--- src/cpu_ports_pkg.sv ---
// Constants shared by the processor input-port block and its reset timer.
// Assumes a single 100 MHz clock and an active-low asynchronous reset.
// Operation
// - Acknowledge strobe is the AND of active I/O request and opcode fetch.
// - On acknowledge, latch inputs and drive vector FF when scan indicator set.
// - On acknowledge without scan indicator, drive vector CF for a timer.
// - Interrupt request asserts for scan ends, timer ticks or serial-line service.
// - Wait holds the processor off display memory in restricted periods.
// - Selected status port reports the vertical drive signal.
// - Status port reports the odd/even interlace field flag.
// - Status port reports the mains-rate jumper, installed meaning 60 Hz.
// - Status port shows five address jumpers; address 1F means broadcast.
// - Processor reset stays low 50 us after power-up.
// - Processor runs on a 4.00 MHz clock, 0.25 us per T-state.
// - Data moves over an 8-bit bidirectional data bus.
// - Every scan tick raises a processor interrupt, once per 64 us.
package cpu_ports_pkg;
  localparam int CLOCK_MHZ         = 100;
  localparam int RESET_HOLD_US     = 50;
  localparam int RESET_HOLD_CYCLES = RESET_HOLD_US * CLOCK_MHZ;
  localparam int CPU_CLOCK_KHZ     = 4000;
  localparam int T_STATE_CYCLES    = (CLOCK_MHZ * 1000) / CPU_CLOCK_KHZ;
  localparam int SCAN_TICK_US      = 64;
  localparam int DATA_WIDTH        = 8;
  localparam int ADDR_WIDTH        = 5;
  localparam logic [7:0] VECTOR_SCAN  = 8'hFF;
  localparam logic [7:0] VECTOR_TIMER = 8'hCF;
  localparam logic [4:0] BROADCAST_ADDR = 5'h1F;
  localparam int STATUS_ADDR_LSB   = 0;
  localparam int STATUS_VDRIVE_BIT = 5;
  localparam int STATUS_ODD_BIT    = 6;
  localparam int STATUS_MAINS_BIT  = 7;
  localparam logic [7:0] DATA_RESET = 8'h00;
endpackage : cpu_ports_pkg

--- src/por_link_if.sv ---
// Carries power-up reset and T-state enable from the timer to the top.
// Assumes both ends share the system clock.
`timescale 1ns/1ps
`default_nettype none
interface por_link_if;
  logic por_done;
  logic t_state_en;
  modport src (output por_done, output t_state_en);
  modport dst (input por_done, input t_state_en);
endinterface : por_link_if
`default_nettype wire

--- src/cpu_input_ports_irq_vector.sv ---
// Processor input ports: acknowledge, restart vector, status port,
// interrupt request, wait and power-up reset.
// Assumes processor strobes arrive synchronous to the clock.
`timescale 1ns/1ps
`default_nettype none
module cpu_input_ports_irq_vector #(
  parameter int RESET_CYCLES = cpu_ports_pkg::RESET_HOLD_CYCLES
) (
  input  wire logic                                 clock,
  input  wire logic                                 resetn,
  input  wire logic                                 io_request_n,
  input  wire logic                                 opcode_fetch_cycle_n,
  input  wire logic                                 status_port_select_n,
  input  wire logic                                 scan_irq_indicator,
  input  wire logic                                 scan_tick,
  input  wire logic                                 timer_tick,
  input  wire logic                                 serial_event,
  input  wire logic                                 display_access_req,
  input  wire logic                                 memory_window_open,
  input  wire logic                                 vertical_drive,
  input  wire logic                                 odd_field_flag,
  input  wire logic                                 mains_rate_jumper_n,
  input  wire logic [cpu_ports_pkg::ADDR_WIDTH-1:0] terminal_addr_jumpers,
  input  wire logic [cpu_ports_pkg::DATA_WIDTH-1:0] cpu_data_bus_in,
  output logic      [cpu_ports_pkg::DATA_WIDTH-1:0] cpu_data_bus_out,
  output logic                                      cpu_data_bus_oe,
  output logic                                      irq_ack_strobe,
  output logic                                      irq_n,
  output logic                                      wait_n,
  output logic                                      cpu_reset_n,
  output logic                                      t_state_en
);
  import cpu_ports_pkg::*;

  por_link_if link ();

  por_timer #(.RESET_CYCLES(RESET_CYCLES)) u_por (
    .clock  (clock),
    .resetn (resetn),
    .link   (link.src)
  );

  logic                  ack_q;
  logic                  pend_q;
  logic                  wait_q;
  logic                  rst_q;
  logic                  ten_q;
  logic [DATA_WIDTH-1:0] dout_q;
  logic                  oe_q;
  logic                  ack_now;
  logic                  sel_now;
  logic                  irq_event;

  function automatic logic [DATA_WIDTH-1:0] status_byte(
    input logic                  vdrv,
    input logic                  odd,
    input logic                  mains_n,
    input logic [ADDR_WIDTH-1:0] addr
  );
    logic [DATA_WIDTH-1:0] b;
    b = DATA_RESET;
    b[STATUS_ADDR_LSB +: ADDR_WIDTH] = addr;
    b[STATUS_VDRIVE_BIT] = vdrv;
    b[STATUS_ODD_BIT]    = odd;
    b[STATUS_MAINS_BIT]  = mains_n;
    return b;
  endfunction : status_byte

  assign ack_now   = !io_request_n && !opcode_fetch_cycle_n;
  assign sel_now   = !status_port_select_n && !ack_now;
  assign irq_event = scan_tick || timer_tick || serial_event;

  // Acknowledge strobe
  always_ff @(posedge clock or negedge resetn) begin
    if (!resetn) begin
      ack_q <= 1'b0;
    end else begin
      ack_q <= ack_now;
    end
  end

  // Interrupt pending; a new event wins over the acknowledge clear
  always_ff @(posedge clock or negedge resetn) begin
    if (!resetn) begin
      pend_q <= 1'b0;
    end else if (irq_event) begin
      pend_q <= 1'b1;
    end else if (ack_now) begin
      pend_q <= 1'b0;
    end
  end

  // Data bus: vector on acknowledge, status on select, else released
  always_ff @(posedge clock or negedge resetn) begin
    if (!resetn) begin
      dout_q <= DATA_RESET;
      oe_q   <= 1'b0;
    end else if (ack_now) begin
      dout_q <= scan_irq_indicator ? VECTOR_SCAN : VECTOR_TIMER;
      oe_q   <= 1'b1;
    end else if (sel_now) begin
      dout_q <= status_byte(vertical_drive, odd_field_flag,
                            mains_rate_jumper_n,
                            terminal_addr_jumpers);
      oe_q   <= 1'b1;
    end else begin
      oe_q   <= 1'b0;
    end
  end

  // Wait during restricted display memory periods
  always_ff @(posedge clock or negedge resetn) begin
    if (!resetn) begin
      wait_q <= 1'b0;
    end else begin
      wait_q <= display_access_req && !memory_window_open;
    end
  end

  // Reset and clock enable outputs
  always_ff @(posedge clock or negedge resetn) begin
    if (!resetn) begin
      rst_q <= 1'b0;
      ten_q <= 1'b0;
    end else begin
      rst_q <= link.por_done;
      ten_q <= link.t_state_en;
    end
  end

  assign irq_ack_strobe   = ack_q;
  assign irq_n            = !pend_q;
  assign wait_n           = !wait_q;
  assign cpu_reset_n      = rst_q;
  assign t_state_en       = ten_q;
  assign cpu_data_bus_out = dout_q;
  assign cpu_data_bus_oe  = oe_q;

  property p_ack;
    @(posedge clock) disable iff (!resetn)
      (!io_request_n && !opcode_fetch_cycle_n) |=> irq_ack_strobe;
  endproperty
  a_ack: assert property (p_ack)
    else $error("acknowledge strobe missing");

  property p_vec_scan;
    @(posedge clock) disable iff (!resetn)
      (ack_now && scan_irq_indicator) |=>
        (cpu_data_bus_oe && cpu_data_bus_out == 8'hFF);
  endproperty
  a_vec_scan: assert property (p_vec_scan)
    else $error("scan vector wrong");

  property p_vec_timer;
    @(posedge clock) disable iff (!resetn)
      (ack_now && !scan_irq_indicator) |=>
        (cpu_data_bus_oe && cpu_data_bus_out == 8'hCF);
  endproperty
  a_vec_timer: assert property (p_vec_timer)
    else $error("timer vector wrong");

  property p_irq;
    @(posedge clock) disable iff (!resetn)
      scan_tick |=> !irq_n;
  endproperty
  a_irq: assert property (p_irq)
    else $error("scan tick gave no interrupt");

  property p_irq_hold;
    @(posedge clock) disable iff (!resetn)
      (!irq_n && !ack_now) |=> !irq_n;
  endproperty
  a_irq_hold: assert property (p_irq_hold)
    else $error("interrupt dropped before acknowledge");

  property p_wait;
    @(posedge clock) disable iff (!resetn)
      (display_access_req && !memory_window_open) |=> !wait_n;
  endproperty
  a_wait: assert property (p_wait)
    else $error("wait not asserted");

  property p_status;
    @(posedge clock) disable iff (!resetn)
      sel_now |=> (cpu_data_bus_oe
        && cpu_data_bus_out[5] == $past(vertical_drive)
        && cpu_data_bus_out[6] == $past(odd_field_flag)
        && cpu_data_bus_out[7] == $past(mains_rate_jumper_n)
        && cpu_data_bus_out[4:0] == $past(terminal_addr_jumpers));
  endproperty
  a_status: assert property (p_status)
    else $error("status byte wrong");

  property p_release;
    @(posedge clock) disable iff (!resetn)
      (status_port_select_n && !ack_now) |=> !cpu_data_bus_oe;
  endproperty
  a_release: assert property (p_release)
    else $error("bus driven while idle");

  property p_ack_idle;
    @(posedge clock) disable iff (!resetn)
      !(!io_request_n && !opcode_fetch_cycle_n) |=> !irq_ack_strobe;
  endproperty
  a_ack_idle: assert property (p_ack_idle)
    else $error("acknowledge strobe without request");

  property p_irq_clear;
    @(posedge clock) disable iff (!resetn)
      (ack_now && !irq_event) |=> irq_n;
  endproperty
  a_irq_clear: assert property (p_irq_clear)
    else $error("interrupt not cleared by acknowledge");

  property p_irq_keep;
    @(posedge clock) disable iff (!resetn)
      (ack_now && irq_event) |=> !irq_n;
  endproperty
  a_irq_keep: assert property (p_irq_keep)
    else $error("new event lost in acknowledge cycle");

  c_scan_ack: cover property (@(posedge clock) disable iff (!resetn)
    ack_now && scan_irq_indicator);
  c_timer_ack: cover property (@(posedge clock) disable iff (!resetn)
    ack_now && !scan_irq_indicator);
  c_status: cover property (@(posedge clock) disable iff (!resetn)
    sel_now);
  c_reset_out: cover property (@(posedge clock) disable iff (!resetn)
    $rose(cpu_reset_n));
endmodule : cpu_input_ports_irq_vector
`default_nettype wire

--- src/por_timer.sv ---
// Power-up reset stretcher and processor T-state enable divider.
// Assumes resetn is the raw power-on reset.
`timescale 1ns/1ps
`default_nettype none
module por_timer #(
  parameter int RESET_CYCLES = cpu_ports_pkg::RESET_HOLD_CYCLES
) (
  input  wire logic clock,
  input  wire logic resetn,
  por_link_if.src   link
);
  import cpu_ports_pkg::*;

  logic [15:0] hold_q;
  logic [7:0]  div_q;
  logic        done_q;
  logic        en_q;

  // Reset hold counter
  always_ff @(posedge clock or negedge resetn) begin
    if (!resetn) begin
      hold_q <= 16'h0000;
      done_q <= 1'b0;
    end else if (hold_q != 16'(RESET_CYCLES - 1)) begin
      hold_q <= hold_q + 16'h0001;
    end else begin
      done_q <= 1'b1;
    end
  end

  // T-state enable pulse
  always_ff @(posedge clock or negedge resetn) begin
    if (!resetn) begin
      div_q <= 8'h00;
      en_q  <= 1'b0;
    end else if (div_q == 8'(T_STATE_CYCLES - 1)) begin
      div_q <= 8'h00;
      en_q  <= 1'b1;
    end else begin
      div_q <= div_q + 8'h01;
      en_q  <= 1'b0;
    end
  end

  assign link.por_done   = done_q;
  assign link.t_state_en = en_q;

  property p_reset_hold;
    @(posedge clock) disable iff (!resetn)
      (hold_q < 16'(RESET_CYCLES - 1)) |-> !done_q;
  endproperty
  a_reset_hold: assert property (p_reset_hold)
    else $error("reset released early");

  property p_t_state;
    @(posedge clock) disable iff (!resetn)
      en_q |=> (!en_q) [*8];
  endproperty
  a_t_state: assert property (p_t_state)
    else $error("T-state enable too frequent");
endmodule : por_timer
`default_nettype wire

--- config.mk ---
export PLATFORM = sky130hd
export DESIGN_NAME = cpu_input_ports_irq_vector
export DESIGN_NICKNAME = d
export VERILOG_FILES = /design/src/cpu_ports_pkg.sv /design/src/por_link_if.sv /design/src/cpu_input_ports_irq_vector.sv /design/src/por_timer.sv
export SDC_FILE = /design/constraint.sdc
export NUM_CORES = 1
export LEC_CHECK = 0
export BUFFER_PORTS_ARGS = -buffer_cell sky130_fd_sc_hd__buf_2
export CORE_MARGIN = 2
export CORE_UTILIZATION = 35
export DETAILED_ROUTE_END_ITERATION = 8
export PLACE_DENSITY = 0.57
export SLEW_MARGIN = 5
export SYNTH_ARGS = -nofsm -noshare
export SYNTH_HDL_FRONTEND = slang
export SYNTH_HIERARCHICAL = 1
export SYNTH_SLANG_ARGS = --single-unit
--- constraint.sdc ---
create_clock -name clock -period 2.3 [get_ports clock]
set_input_delay 0.575 -clock clock [delete_from_list [all_inputs] [get_ports clock]]
set_output_delay 0.575 -clock clock [all_outputs]
set_load 0.05 [all_outputs]
==> results.md <==
- Status: complete, no violations
- Tightest Pin Transition: approximately 320 ps
- Chip Height: between 70 and 80 um
- Filler instances: 448
- Relative max-transition margin: 0.788
- Worst setup SP type: flip-flop
- Kind of critical path: reg -> reg
- Layout cells sized above 1: 0.249
- Crit path cell chain: nor4_1, nand4_1, nor2_2, mux2_2
- Synth top area share: 0.593
- Routed wire length: ~3 mm
- Path type of the worst min-delay path: in -> async
- Skew-Pair Late Insertion Delay: about 290 ps
- Most common cell after layout, fill and taps aside: dfrtp_1
- Number of enable flip-flop cells after synthesis: 0
- Port Buffer Count: 32
- Period Utilization, post-route: 0.701
- CTS tree: built
- Clock transition at the registers of the reported paths: roughly 70 ps
- Register area share after synthesis: 0.593
- DRT Pass-1 Iters: 4
- Clock buffer depth: 2
- Delay-heaviest family, CP: simple AND/OR/NAND/NOR gates
- Setup TNS: 0 ps
- Routed vias: 1,139
- Drt initial violations: between 50 and 60
- Initial Utilization: 0.360
- PwrDens: between 600 and 700 nW/um2
- Final setup fails: 0
- Max-cap viol count: 0
- Core footprint: ~4700 um2
- Wire length per cell: about 12 um
- CTS Hold Bufs: 0
- Crit path max fanout: 5
- FF-to-FF End: u_por/hold_q[1]
- DRC viols: 0
- Final ANT Viol Nets: 0
- Unrepaired setup endpoints after global routing: no
- Leak: ~1.0 nW
- Flop2flop setup slack: a little under 700 ps
- Syn Nets: roughly 180
- Syn_area_per_cell: 11.3 um2
- Clock buffer count from CTS: 5
- Synth warn: 6
- Buf+Inv Stages, Crit Path: 0
- Area leader, netlist: dfrtp_1
- Tmin final: 1610 ps
- Kind of end point of the critical path: flip-flop
- I/O Pins: 41
- Most frequent cells in the layout: dfrtp_1 (40), buf_2 (32), nand2_1 (17)
- Total track usage: 0.132
- Pin count of the biggest net entering global routing: 20
- First-pass GRT wire length: about 5.3 mm
- Syn Std Cell Area: around 1700 um2
- Fin. Hold Viols: 0
- Main synth FF type: dfrtp_1
- CP arrival: around 1800 ps
- Vias per cell: 4.69
- Die width: 73.4 um
- CTS H-tree lvls: 2
- Nets: roughly 220
- Area growth syn-to-layout: 18.6%
- Setup Fix Bufs, Post-CTS: 0
- TritonCTS Sinks: 40
- Clock skew: around 1.6 ps
- Initial antenna violation count: 0
- Detailed placement HPWL: roughly 2.2 mm
- Maximum operating frequency: ~620 MHz
- Synth area leaders: dfrtp_1 (59%), xor2_1 (5.2%), mux2i_1 (4.7%)
- Antenna cells: 0
- Resize count post-CTS: 0
- Worst IR Drop VDD: slightly below 300 uV
- Vias in the first global route: between 1,000 and 1,500
- Routability cong.: about 0.76
- Critical path's slowest cell: dfrtp_1
- Cell row count: 25
- Reg area: 1000 um2
- Synth unique cells: 34
- Worst EP required: between 2000 and 2500 ps
- Die ar.: between 5000 and 6000 um2
- Syn Inst Count: ~150
- Post-Route Utilization: 0.427
- Synthesized flop and latch total: 40
- Post-synthesis async set-or-reset flop share: 1.00
- FF-to-FF Start: u_por/hold_q[10]
- Max incr delay on CP: 430 ps
- Reg2Reg Depth: 4
- Slew Viols, Final: 0
- Total grt overflow: 0
- Multi-input gate area: roughly 640 um2
- CTS root buffer: clkbuf_8
worst max path at each step:
stage	from	to	slack, ps	depth (start not counted)
floorplan	u_por/hold_q[4]	u_por/hold_q[1]	870	4
global placement	u_por/hold_q[4]	u_por/hold_q[1]	700	4
detailed placement	u_por/hold_q[4]	u_por/hold_q[1]	670	4
CTS	u_por/hold_q[4]	u_por/hold_q[1]	650	4
global route	u_por/hold_q[4]	u_por/hold_q[1]	520	4
finish	u_por/hold_q[10]	u_por/hold_q[1]	690	4
cell usage after synthesis (2+ instances only):
cell / instances
o21ai_0: 3
nor4_1: 2
inv_1: 8
nand4_1: 4
a21oi_1: 3
mux2i_1: 8
ha_1: 3
nand2_1: 17
dfrtp_1: 40
xor2_1: 10
nor2_1: 13
nand3_1: 7
xnor2_1: 7
nor3_1: 4
per-layer routing:
metal,vias to the layer above,part of all wire,track usage
met5,-,0,0
met4,0,0.031,0.0788
met3,6,0.052,0.0453
met2,29,0.46,0.220
met1,531,0.46,0.144
li1,573,-,-
worst reg2reg max path, stage by stage, from the launching register on:
cell,delay (ps)
dfrtp_1,430
nor4_1,290
nand4_1,210
nor2_2,210
mux2_2,350
stage by stage:
step | instance area (um2) | total power, W | hold slack (ps) | instances | worst slack [ps]
final | 2000 | 0.00134 | 118 | 243 | 688
after global routing | 2000 | 0.00140 | 125 | 243 | 523
after CTS | 2000 | 0.00136 | 119 | 243 | 654
after detailed placement | 1910 | 0.000884 | 339 | 235 | 665
after global placement | 1910 | 0.000880 | 331 | 235 | 698
after floorplan | 1690 | 0.000831 | 279 | 149 | 865
state kept, by name, summed over array words and instances, names as in the netlist:
register and cells:
u_por/hold_q 16, cpu_data_bus_out 8, u_por/div_q 8, cpu_data_bus_oe 1, cpu_reset_n 1, irq_ack_strobe 1
pend_q 1, t_state_en 1, u_por/link.por_done 1, u_por/link.t_state_en 1, wait_q 1
layout make-up:
type                            count  share of cell area
Timing Repair Buffer               34              0.0875
Tap cell                           54              0.0338
Inverter                            8              0.0150
Clock buffer                        8              0.0450
Multi-Input combinational cell     99               0.319
Sequential cell                    40               0.500
logic make-up (layout without fill, tap and decap cells):
kind of cell	Yosys count	in the layout	share of synthesized area
and+or+nand+nor	60	60	0.180
DFF	40	40	0.593
xor gates and xnor gates	17	17	0.0882
AOI/OAI and AO/OA	10	10	0.0334
buffers and inverters	10	50	0.0289
muxes	9	9	0.0541
adders and majority gates	3	3	0.0222
where the power goes:
| group | internal, W | leakage [nW] | total, W | switching [W] |
|---|---|---|---|---|
| sequential | 0.000720 | 0.500 | 0.000727 | 0.00000703 |
| clock | 0.000244 | 0.0455 | 0.000474 | 0.000229 |
| combinational | 0.0000378 | 0.451 | 0.000140 | 0.000102 |
No activity file was read; power rests on OpenSTA's default activity.
